## src/lia_defines.svh

```systemverilog
`ifndef LIA_DEFINES_SVH
`define LIA_DEFINES_SVH

`define LIA_CLK_HZ 64'd50000000

// Register byte offsets
`define LIA_REG_CTRL 8'h00
`define LIA_REG_STATUS 8'h04
`define LIA_REG_MASK 8'h08
`define LIA_REG_STATE 8'h0c

// Control fields
`define LIA_CTRL_SLAVE 0
`define LIA_CTRL_DUAL 1
`define LIA_CTRL_RESET 2'h0

// Status and mask fields
`define LIA_EV_WHITE 0
`define LIA_EV_DAYERR 1
`define LIA_EV_RED 2
`define LIA_EV_NUM 3

// Timing, figures in their own unit
`define LIA_OVR_HOURS 64'd8
`define LIA_SYNC_SEC 64'd6
`define LIA_PEC_SEC 64'd60
`define LIA_FLASH_MS 64'd1500
`define LIA_PULSE_DAY_MS 64'd10
`define LIA_PULSE_NIGHT_MS 64'd30
`define LIA_MISS_LIMIT 2'd3

// Derived cycle counts
`define LIA_OVR_CYC (`LIA_OVR_HOURS * 64'd3600 * `LIA_CLK_HZ)
`define LIA_SYNC_CYC (`LIA_SYNC_SEC * `LIA_CLK_HZ)
`define LIA_PEC_CYC (`LIA_PEC_SEC * `LIA_CLK_HZ)
`define LIA_FLASH_CYC (`LIA_FLASH_MS * `LIA_CLK_HZ / 64'd1000)
`define LIA_PULSE_DAY_CYC (`LIA_PULSE_DAY_MS * `LIA_CLK_HZ / 64'd1000)
`define LIA_PULSE_NIGHT_CYC (`LIA_PULSE_NIGHT_MS * `LIA_CLK_HZ / 64'd1000)

`endif

```

## src/lia_pkg.sv

```systemverilog
package lia_pkg;
  typedef enum logic [1:0] {LIA_SW_AUTO, LIA_SW_DAY, LIA_SW_NIGHT} lia_sw_e;
  typedef enum logic [1:0] {LIA_OVR_AUTO, LIA_OVR_MANUAL, LIA_OVR_EXPIRED} lia_ovr_e;
endpackage

```

## src/lia_ctrl.sv

```systemverilog
`timescale 1ns/10ps
`include "lia_defines.svh"
module lia_ctrl
  import lia_pkg::*;
#(
  parameter logic [43:0] OVR_CYC = 44'(`LIA_OVR_CYC),
  parameter logic [31:0] SYNC_CYC = 32'(`LIA_SYNC_CYC),
  parameter logic [31:0] PEC_CYC = 32'(`LIA_PEC_CYC),
  parameter logic [31:0] FLASH_CYC = 32'(`LIA_FLASH_CYC),
  parameter logic [31:0] PULSE_DAY_CYC = 32'(`LIA_PULSE_DAY_CYC),
  parameter logic [31:0] PULSE_NIGHT_CYC = 32'(`LIA_PULSE_NIGHT_CYC)
) (
  input wire logic clk_i,
  input wire logic rst_i,
  input wire logic wb_cyc_i,
  input wire logic wb_stb_i,
  input wire logic wb_we_i,
  input wire logic [7:0] wb_adr_i,
  input wire logic [3:0] wb_sel_i,
  input wire logic [31:0] wb_dat_i,
  output logic [31:0] wb_dat_o,
  output logic wb_ack_o,
  input wire logic photocell_dark_i,
  input wire logic intensity_select_switch_day_i,
  input wire logic intensity_select_switch_night_i,
  input wire logic flash_detect_i,
  input wire logic red_controller_terminal_ok_i,
  input wire logic sync_interconnect_terminal_i,
  output logic sync_interconnect_terminal_o,
  output logic sync_interconnect_terminal_oe_o,
  output logic intensity_night_o,
  output logic flash_trigger_o,
  output logic red_enable_o,
  output logic marker_indicator_o,
  output logic sync_indicator_o,
  output logic white_failure_alarm_o,
  output logic day_error_o,
  output logic red_failure_alarm_o,
  output logic override_active_o,
  output logic irq_o
);

  // Two-stage synchronisers for every pin input
  logic [5:0] pin_meta_r;
  logic [5:0] pin_s_r;
  always_ff @(posedge clk_i) begin
    if (rst_i) begin
      pin_meta_r <= 6'h00;
      pin_s_r <= 6'h00;
    end else begin
      pin_meta_r <= {photocell_dark_i, intensity_select_switch_day_i, intensity_select_switch_night_i,
                     flash_detect_i, red_controller_terminal_ok_i, sync_interconnect_terminal_i};
      pin_s_r <= pin_meta_r;
    end
  end
  logic dark_s, sw_day_s, sw_night_s, flash_s, red_ok_s, sync_in_s;
  assign {dark_s, sw_day_s, sw_night_s, flash_s, red_ok_s, sync_in_s} = pin_s_r;

  lia_sw_e sw_pos;
  always_comb begin
    if (sw_day_s && !sw_night_s) begin
      sw_pos = LIA_SW_DAY;
    end else if (sw_night_s && !sw_day_s) begin
      sw_pos = LIA_SW_NIGHT;
    end else begin
      sw_pos = LIA_SW_AUTO;
    end
  end

  // Register bus
  logic [1:0] ctrl_r;
  logic [`LIA_EV_NUM-1:0] status_r;
  logic [`LIA_EV_NUM-1:0] mask_r;
  logic ack_r;
  logic [31:0] dat_r;
  logic slave_mode, dual_sys;
  assign slave_mode = ctrl_r[`LIA_CTRL_SLAVE];
  assign dual_sys = ctrl_r[`LIA_CTRL_DUAL];

  function automatic logic hit(input logic [7:0] adr, input logic [7:0] offs);
    hit = (adr[7:2] == offs[7:2]);
  endfunction

  logic wr_en;
  assign wr_en = wb_cyc_i && wb_stb_i && wb_we_i && ack_r && wb_sel_i[0];

  always_ff @(posedge clk_i) begin
    if (rst_i) begin
      ack_r <= 1'b0;
    end else begin
      ack_r <= wb_cyc_i && wb_stb_i && !ack_r;
    end
  end
  assign wb_ack_o = ack_r;

  always_ff @(posedge clk_i) begin
    if (rst_i) begin
      ctrl_r <= `LIA_CTRL_RESET;
      mask_r <= '0;
    end else if (wr_en) begin
      if (hit(wb_adr_i, `LIA_REG_CTRL)) begin
        ctrl_r <= wb_dat_i[1:0];
      end
      if (hit(wb_adr_i, `LIA_REG_MASK)) begin
        mask_r <= wb_dat_i[`LIA_EV_NUM-1:0];
      end
    end
  end

  // Override timer state machine
  lia_ovr_e ovr_r;
  lia_sw_e pos_r;
  logic [43:0] ovr_cnt_r;
  always_ff @(posedge clk_i) begin
    if (rst_i) begin
      ovr_r <= LIA_OVR_AUTO;
      pos_r <= LIA_SW_AUTO;
      ovr_cnt_r <= 44'h0;
    end else begin
      case (ovr_r)
        LIA_OVR_AUTO: begin
          if (sw_pos != LIA_SW_AUTO) begin
            ovr_r <= LIA_OVR_MANUAL;
            pos_r <= sw_pos;
            ovr_cnt_r <= 44'h0;
          end
        end
        LIA_OVR_MANUAL: begin
          if (sw_pos == LIA_SW_AUTO) begin
            ovr_r <= LIA_OVR_AUTO;
          end else if (sw_pos != pos_r) begin
            pos_r <= sw_pos;
            ovr_cnt_r <= 44'h0;
          end else if (ovr_cnt_r == OVR_CYC - 44'h1) begin
            ovr_r <= LIA_OVR_EXPIRED;
          end else begin
            ovr_cnt_r <= ovr_cnt_r + 44'h1;
          end
        end
        LIA_OVR_EXPIRED: begin
          if (sw_pos == LIA_SW_AUTO) begin
            ovr_r <= LIA_OVR_AUTO;
          end else if (sw_pos != pos_r) begin
            // Moving to the other position counts as a fresh selection
            ovr_r <= LIA_OVR_MANUAL;
            pos_r <= sw_pos;
            ovr_cnt_r <= 44'h0;
          end
        end
        default: begin
          ovr_r <= LIA_OVR_AUTO;
        end
      endcase
    end
  end

  // Photocell startup hold
  logic [31:0] pec_cnt_r;
  logic pec_ready;
  assign pec_ready = (pec_cnt_r == PEC_CYC);
  always_ff @(posedge clk_i) begin
    if (rst_i) begin
      pec_cnt_r <= 32'h0;
    end else if (!pec_ready) begin
      pec_cnt_r <= pec_cnt_r + 32'h1;
    end
  end

  // Slave side: pulse width gives intensity, silence means a lost wire
  logic sync_in_d_r;
  logic [31:0] width_r;
  logic [31:0] quiet_r;
  logic link_ok_r;
  logic link_night_r;
  always_ff @(posedge clk_i) begin
    if (rst_i) begin
      sync_in_d_r <= 1'b0;
      width_r <= 32'h0;
      quiet_r <= 32'h0;
      link_ok_r <= 1'b0;
      link_night_r <= 1'b0;
    end else begin
      sync_in_d_r <= sync_in_s;
      if (sync_in_s) begin
        if (width_r != PULSE_NIGHT_CYC) begin
          width_r <= width_r + 32'h1;
        end
      end else begin
        width_r <= 32'h0;
      end
      if (sync_in_d_r && !sync_in_s) begin
        link_night_r <= (width_r >= ((PULSE_DAY_CYC + PULSE_NIGHT_CYC) >> 1));
        link_ok_r <= 1'b1;
        quiet_r <= 32'h0;
      end else if (quiet_r == (SYNC_CYC << 1)) begin
        link_ok_r <= 1'b0;
      end else begin
        quiet_r <= quiet_r + 32'h1;
      end
    end
  end

  // Intensity selection; manual positions assume the interconnect is unwired
  logic night_nxt;
  logic night_r;
  always_comb begin
    if (ovr_r == LIA_OVR_MANUAL) begin
      night_nxt = (pos_r == LIA_SW_NIGHT);
    end else if (slave_mode) begin
      night_nxt = link_ok_r && link_night_r;
    end else begin
      night_nxt = pec_ready && dark_s;
    end
  end
  always_ff @(posedge clk_i) begin
    if (rst_i) begin
      night_r <= 1'b0;
    end else begin
      night_r <= night_nxt;
    end
  end

  // Master sync generator, width latched at the start of each period
  logic [31:0] sync_cnt_r;
  logic pulse_night_r;
  logic sync_out_r;
  logic sync_ind_r;
  always_ff @(posedge clk_i) begin
    if (rst_i) begin
      sync_cnt_r <= 32'h0;
      pulse_night_r <= 1'b0;
      sync_out_r <= 1'b0;
      sync_ind_r <= 1'b0;
    end else begin
      sync_cnt_r <= (sync_cnt_r == SYNC_CYC - 32'h1) ? 32'h0 : sync_cnt_r + 32'h1;
      if (sync_cnt_r == 32'h0) begin
        pulse_night_r <= night_r;
      end
      sync_out_r <= !slave_mode && (sync_cnt_r < (pulse_night_r ? PULSE_NIGHT_CYC : PULSE_DAY_CYC));
      sync_ind_r <= slave_mode ? sync_in_s : (sync_cnt_r < PULSE_DAY_CYC);
    end
  end
  assign sync_interconnect_terminal_o = sync_out_r;
  assign sync_interconnect_terminal_oe_o = !slave_mode;
  assign sync_indicator_o = sync_ind_r;

  // Flash trigger and missed-flash supervision
  logic red_fail_live;
  logic white_en;
  assign red_fail_live = dual_sys && night_r && !red_ok_s;
  assign white_en = !(dual_sys && night_r) || red_fail_live;

  logic [31:0] flash_cnt_r;
  logic flash_tick;
  logic flash_d_r;
  logic armed_r;
  logic seen_r;
  logic [1:0] miss_r;
  logic trig_r;
  logic white_evt;
  assign flash_tick = (flash_cnt_r == FLASH_CYC - 32'h1);
  assign white_evt = flash_tick && armed_r && !seen_r && (miss_r >= `LIA_MISS_LIMIT - 2'd1);

  always_ff @(posedge clk_i) begin
    if (rst_i) begin
      flash_cnt_r <= 32'h0;
      flash_d_r <= 1'b0;
      armed_r <= 1'b0;
      seen_r <= 1'b0;
      miss_r <= 2'h0;
      trig_r <= 1'b0;
    end else begin
      flash_d_r <= flash_s;
      flash_cnt_r <= flash_tick ? 32'h0 : flash_cnt_r + 32'h1;
      trig_r <= flash_tick && white_en;
      if (flash_tick) begin
        armed_r <= white_en;
        seen_r <= 1'b0;
        if (armed_r) begin
          if (seen_r) begin
            miss_r <= 2'h0;
          end else if (miss_r != `LIA_MISS_LIMIT) begin
            miss_r <= miss_r + 2'h1;
          end
        end
      end else if (flash_s && !flash_d_r) begin
        seen_r <= 1'b1;
      end
    end
  end
  assign flash_trigger_o = trig_r;

  // Sticky status, set wins over a write-one clear
  logic [`LIA_EV_NUM-1:0] evt;
  assign evt[`LIA_EV_WHITE] = white_evt;
  assign evt[`LIA_EV_DAYERR] = white_evt && !night_r;
  assign evt[`LIA_EV_RED] = red_fail_live;

  genvar gi;
  generate
    for (gi = 0; gi < `LIA_EV_NUM; gi++) begin : g_status
      logic clr;
      assign clr = wr_en && hit(wb_adr_i, `LIA_REG_STATUS) && wb_dat_i[gi];
      always_ff @(posedge clk_i) begin
        if (rst_i) begin
          status_r[gi] <= 1'b0;
        end else begin
          status_r[gi] <= (status_r[gi] && !clr) || evt[gi];
        end
      end
    end
  endgenerate

  logic red_en_r;
  logic marker_r;
  always_ff @(posedge clk_i) begin
    if (rst_i) begin
      red_en_r <= 1'b0;
      marker_r <= 1'b0;
    end else begin
      red_en_r <= dual_sys && night_r;
      marker_r <= 1'b0;
    end
  end

  // Read data captured on the request cycle
  always_ff @(posedge clk_i) begin
    if (rst_i) begin
      dat_r <= 32'h0;
    end else if (wb_cyc_i && wb_stb_i && !ack_r) begin
      if (hit(wb_adr_i, `LIA_REG_CTRL)) begin
        dat_r <= {30'h0, ctrl_r};
      end else if (hit(wb_adr_i, `LIA_REG_STATUS)) begin
        dat_r <= {29'h0, status_r};
      end else if (hit(wb_adr_i, `LIA_REG_MASK)) begin
        dat_r <= {29'h0, mask_r};
      end else if (hit(wb_adr_i, `LIA_REG_STATE)) begin
        dat_r <= {25'h0, miss_r, red_en_r, link_ok_r, ovr_r == LIA_OVR_EXPIRED, ovr_r == LIA_OVR_MANUAL, night_r};
      end else begin
        dat_r <= 32'h0;
      end
    end
  end
  assign wb_dat_o = dat_r;

  assign intensity_night_o = night_r;
  assign red_enable_o = red_en_r;
  assign marker_indicator_o = marker_r;
  assign white_failure_alarm_o = status_r[`LIA_EV_WHITE];
  assign day_error_o = status_r[`LIA_EV_DAYERR];
  assign red_failure_alarm_o = status_r[`LIA_EV_RED];
  assign override_active_o = (ovr_r == LIA_OVR_MANUAL);
  assign irq_o = |(status_r & mask_r);
endmodule

```

## config.mk

```make
export PLATFORM = sky130hd
export DESIGN_NAME = lia_ctrl
export DESIGN_NICKNAME = d
export VERILOG_FILES = /design/src/lia_pkg.sv /design/src/lia_ctrl.sv
export VERILOG_INCLUDE_DIRS = /design/src /design/src/src
export SDC_FILE = /design/constraint.sdc
export NUM_CORES = 1
export LEC_CHECK = 0
export BUFFER_PORTS_ARGS = -buffer_cell sky130_fd_sc_hd__buf_4
export CAP_MARGIN = 25
export CORE_AREA = 2 2 164 126
export DETAILED_ROUTE_END_ITERATION = 6
export DIE_AREA = 0 0 166 128
export GPL_ROUTABILITY_DRIVEN = 0
export PLACE_DENSITY = 0.77
export SLEW_MARGIN = 20
export SYNTH_ARGS = -nofsm -noshare
export SYNTH_HDL_FRONTEND = slang
export SYNTH_SLANG_ARGS = --single-unit
```

## constraint.sdc

```tcl
create_clock -name clk_i -period 7.9 [get_ports clk_i]
set_input_delay 1.58 -clock clk_i [delete_from_list [all_inputs] [get_ports clk_i]]
set_output_delay 1.58 -clock clk_i [all_outputs]
set_load 0.05 [all_outputs]
```

# --- Yosys cells after proc, flatten, opt, wreduce, memory -nomap -nowiden ---
# Cells that the tools add are included.
word_totals:
  register_bits: 275
  input_bits: 55
  output_inout_bits: 45
  wordCells: 163
op_classes:
  n_addsub: 7
  magnitude_cmp: 4
  n_eq_ne: 24
  mux: 32
  bitwise: 2
  n_reduce_logical: 64
ops:
  columns: ["operator", "n"]
  rows:
  - ["$mux W44", 6]
  - ["$add A32 B1 Y32 const B", 5]
  - ["$pmux W44 S3", 1]
  - ["$add A44 B1 Y44 const B", 1]
  - ["$eq A44 B41 Y1 const B", 1]
  - ["$eq A32 B27 Y1 const B", 1]
  - ["$eq A32 B29 Y1 const B", 1]
  - ["$eq A32 B30 Y1 const B", 1]
  - ["$eq A32 B32 Y1 const B", 1]
  - ["$ge A32 B20 Y1 const B", 1]
  - ["$logic_not A32 Y1", 1]
  - ["$lt A32 B19 Y1 const B", 1]
  - ["$lt A32 B21 Y1", 1]
  - ["$ne A32 B21 Y1 const B", 1]
  - ["$mux W7", 4]
  - ["$logic_and A1 B1 Y1", 26]
  - ["$mux W2", 13]
  - ["$mux W21", 1]
  - ["$logic_not A1 Y1", 13]
  - ["$eq A6 B2 Y1 const B", 2]
  - ["$ne A2 B2 Y1 const B", 6]
  - ["$reduce_or A2 Y1", 5]
  - ["$ne A3 B3 Y1 const B", 3]
  - ["$reduce_and A4 Y1", 2]
  - ["other kinds (22)", 35]

# --- Logic depth before layout (Yosys ltp) ---
depth:
  word_depth: 9
  mapped_depth: 10
  depth_no_buf: 8

# --- Worst setup path before layout ---
# OpenSTA, ideal clock, no wires.
synth_path:
  kind: "flip-flop to flip-flop"
  from: "register ovr_r[1]"
  to: "register ovr_cnt_r[42]"
  setup_ns: 0.126
  arrival_time_ns: 2.810
  required_time_ns: 7.774
  slack_ns: 4.963
  path_stages_with_launch: 11
  path_buffers: 2
  synth_period_minus_slack_ns: 2.937
  path_cell_list: "dfxtp_1 inv_1 ha_1 buf_6 o31a_1 a311o_1 or4_4 buf_6 nor4b_4 xnor2_1 nor2_2"
synth_via:
  elab_chain_len: 3
  elab_cells_between_ends: 11
  classes_between: "eq/ne (7); mux (1); reduce/logical (3)"
synth_lines:
  columns: ["element", "line_no", "rtl"]
  rows:
  - ["start: declaration", "lia_ctrl.sv:111", "lia_ovr_e ovr_r;"]
  - ["start signal: assignment", "lia_ctrl.sv:116", "ovr_r <= LIA_OVR_AUTO;"]
  - ["start signal: assignment", "lia_ctrl.sv:123", "ovr_r <= LIA_OVR_MANUAL;"]
  - ["start signal: assignment", "lia_ctrl.sv:130", "ovr_r <= LIA_OVR_AUTO;"]
  - ["$eq A2 B1 Y1 (*)", null, null]
  - ["named net override_active_o", "lia_ctrl.sv:39", "output logic override_active_o,"]
  - ["$ne A3 B3 Y1 (no line), or another cell as far along", null, null]
  - ["$reduce_and A6 Y1 (no line)", null, null]
  - ["end signal: assignment", "lia_ctrl.sv:137", "ovr_cnt_r <= ovr_cnt_r + 44'h1;"]
  - ["end: declaration", "lia_ctrl.sv:113", "logic [43:0] ovr_cnt_r;"]
# Mark *: on every way through the listed nets, which the timed path passes. The rest lies on a longest branch.
# A chain may end at the register's enable or synchronous reset.

# --- Worst setup path after layout ---
layout_path:
  from: "register ovr_cnt_r[0]"
  to: "register ovr_cnt_r[4]"
layout_via:
  elab_chain_len: 5
  elab_cells_between_ends: 8
  classes_between: "add/sub (1); eq/ne (2); mux (4); reduce/logical (1)"
layout_lines:
  columns: ["element", "line_no", "rtl"]
  rows:
  - ["$add A44 B1 Y44", "lia_ctrl.sv:137", null]
  - ["$mux W44", "lia_ctrl.sv:134", "end else if (ovr_cnt_r == OVR_CYC - 44'h1) begin"]
  - ["$mux W44", "lia_ctrl.sv:131", "end else if (sw_pos != pos_r) begin"]
  - ["$mux W44", "lia_ctrl.sv:129", "if (sw_pos == LIA_SW_AUTO) begin"]
  - ["$pmux W44 S3", "lia_ctrl.sv:120", "case (ovr_r)"]
# Parallel ways exist; a longest one is shown, timed or not. The select of a mux whose other input is x is not followed.

==> run metrics <==
met2 Usage GRT 36.3%; relative max-transition margin 36.8%; largest clock skew in the final design 0.00765 ns; largest net degree at the start of global routing 49; routing usage on met1 30.0%; Netlist Area Pre-Place 11800 µm²; clock-pin transition on the worst setup and hold timing paths 0.06 ns; power density relative to cell area 207 nW/µm²; maximum resistive drop on vdd 0.202 mV; Cells after DPL 1644; achievable frequency 298 MHz; status complete, no violations; cell at the root of the clock tree sky130_fd_sc_hd__clkbuf_16; DR pass1 iterations 5; average cell area after synthesis 8.51 µm²; proportion of power drawn by combinational gates 4.7%; number of gates given a new drive strength after cts 0; sequential cell area fraction in the yosys report 42.4%; switching share of total power 22.0%; fraction of power consumed by sequential logic 47.4%; # Max-Cap Violations 0; number of buffers added by the clock tree synthesis step 25; post-detailed-route count of antenna-violating nets 0; commonest cells after routing, fill and taps aside sky130_fd_sc_hd__dfxtp_1, sky130_fd_sc_hd__nor2_1, sky130_fd_sc_hd__nand2_1; Fillers 1615; met3 Use GR 3.43%; Multi-input gate area 6390 µm²; proportion of netlist area held by the largest area contributor 42.4%; endpoint type of the worst setup path flop; Post-CTS Setup Inserts 0; DRC violations left 0; final routed wire length divided by cell count 14.1 µm; TritonCTS clock tree done; Ys Warns 0; final setup TNS 0 ns; most used cell, CP sky130_fd_sc_hd__a21oi_1; gate family responsible for the most delay along the worst path simple AND/OR/NAND/NOR gates; Internal Power 2.11 mW; number of nets in the final layout 1492; most used routing layer in global routing met2; Worst-Skew Late Latency 0.53 ns; fin cells 1690; ordered cell list for the critical path ha_1 > and4_1 > nand4_1 > or4_1 > a21oi_1 > o21ai_0 > a21oi_1; # setup viols final 0; H-tree levels 1; most frequent standard cell in the layout excluding fill and tap cells sky130_fd_sc_hd__dfxtp_1; wire length of the first global-routing pass 40100 µm; Initial Utilization 59.8%; final critical-path required period 3.36 ns; final hold violation count 0; count of distinct cell types in the synthesized netlist 64; total of buffers placed on input and output ports 39; vias 9574; Arr. time, crit path 3.81 ns; clock sink count 250; highest net fanout along the worst path 14; minimum setup slack in the final design 4.54 ns; max-slew violation count 0; Critical Setup Path Class flop to flop; transition time at the pin with the least slew margin 0.942 ns; period utilization 42.5%; via/cell ratio 5.67; Diodes inserted 0; Setup WS pre-CTS 4.16 ns; number of antenna violations at the first check in global routing 0; Largest stage delay, worst path 0.82 ns; height of the die 128 µm; Routed Wire Length 23800 µm; unrepaired setup endpoints after global routing false; startpoint class of the critical path flop; maximum number of buffers from clock root to sink 3; share of final-layout standard cells stronger than drive strength 1 7.40%; cell leakage power 4.59 nW; Net Sw Power 0.596 mW; post-cts hold buffer count 0; Boundary Pins 100; Tot Pwr 2.70 mW; via count of the first global-routing pass 8674; detailed router's first-iteration violation count 661; Top FF cell, synth sky130_fd_sc_hd__dfxtp_1; type of the tightest min-delay check flop to flop; Yosys reg bits 250; die area 21200 µm²; slowest cell on the critical path sky130_fd_sc_hd__or4_1; leftover overflow at the end of global routing 0; floorplan core area 19800 µm²; worst path bufs/invs 0; Critical Path RT 8.35 ns; final-layout worst hold slack 0.439 ns; most area-consuming cells after synthesis sky130_fd_sc_hd__dfxtp_1, sky130_fd_sc_hd__nor2_1, sky130_fd_sc_hd__xor2_1, sky130_fd_sc_hd__xnor2_1, sky130_fd_sc_hd__nand3_1; number of enable flip-flop cells after synthesis 0; Async S/R FF share, synth 0%; Total GRT Usage 21.8%; number of placement rows 45; library cell with the largest summed area after synthesis sky130_fd_sc_hd__dfxtp_1; HPWL after detailed placement 16200 µm; count of mapped cells out of synthesis 1388; area used by sequential logic in the layout 5000 µm²; area delta synth->final 10.8%; Clk pwr share 47.9%; horizontal die dimension 166 µm
## through the flow
stage                     area (µm²)  utilization [%]
after global placement         12200             61.5
after detailed placement       12200             61.6
final                          13100             66.2
after CTS                      13100             66.2
after global routing           13100             66.2
after floorplan                11900                -
## worst paths after layout
kind                                  start                         to  slack, ns  cells after the start
hold / removal    flash_cnt_r[0]$_SDFF_PP0_  flash_cnt_r[0]$_SDFF_PP0_       0.44                      1
setup reg to reg  ovr_cnt_r[0]$_SDFFE_PP0P_  ovr_cnt_r[4]$_SDFFE_PP0P_       4.54                      7
hold reg to reg   flash_cnt_r[0]$_SDFF_PP0_  flash_cnt_r[0]$_SDFF_PP0_       0.44                      1
setup / recovery  ovr_cnt_r[0]$_SDFFE_PP0P_  ovr_cnt_r[4]$_SDFFE_PP0P_       4.54                      7
## sequential cells by signal, indices dropped and copies added, names as in the netlist, 2 cells and up
register and count:
ovr_cnt_r 44, pin_s_r 6, width_r 32, mask_r 3, miss_r 2, ovr_r 2, sync_cnt_r 32, pos_r 2
ctrl_r 2, pec_cnt_r 32, quiet_r 32, flash_cnt_r 32, wb_dat_o 7, pin_meta_r 6
## final cells by class
class	count	share of cell area [%]
inverter	36	1.03
clock buffer	36	5.55
clock inverter	9	1.36
sequential	250	38.2
timing repair buffer	43	2.50
multi-input combinational	1058	48.8
tap	258	2.47
## power by group through the flow
| stage | combinational [mW] | clock [mW] | sequential (mW) |
|---|---|---|---|
| after floorplan | 0.108 | 0 | 1.31 |
| after global placement | 0.125 | 0 | 1.31 |
| after detailed placement | 0.126 | 0 | 1.31 |
| after CTS | 0.127 | 1.32 | 1.28 |
| after global routing | 0.139 | 1.37 | 1.28 |
| final | 0.128 | 1.30 | 1.28 |
## synth_stat cells (all sizes together), types with 12 or more instances
cell	instances
buf	34
nor3	37
nand4	52
nand2	98
nor4	37
nor2	225
or3	37
xnor2	63
and3	29
a21oi	52
and4	19
nand3	91
or4	15
nor2b	16
dfxtp	250
clkbuf	35
and2	12
inv	36
mux2i	12
o21ai	33
ha	23
xor2	93
## per-layer routing
metal | vias to the layer above | wire length (µm) | share of wire (%)
met5 | - | 0 | 0
met4 | 0 | 453 | 1.9
met2 | 175 | 10700 | 45
li1 | 4848 | - | -
met1 | 4511 | 11600 | 49
met3 | 40 | 1020 | 4.3
## worst reg2reg max path: cells and delay by family, from the launching register on
kind	cells	cell delay [ns]
AO/OA/AOI/OAI	3	1.20
AND/OR/NAND/NOR	3	1.49
adder cells (fa/ha/maj)	1	0.21
flip-flops	1	0.40
## cells by family after synthesis
kind of cell	synth area share (%)
simple gates	31.2
flops	42.4
xor+xnor	11.6
compound gates	6.72
buf+inv	4.30
fa+ha+maj	2.44
mux	1.40
other cells	0.0318
Note: power is estimated with default switching activity, not from simulation.
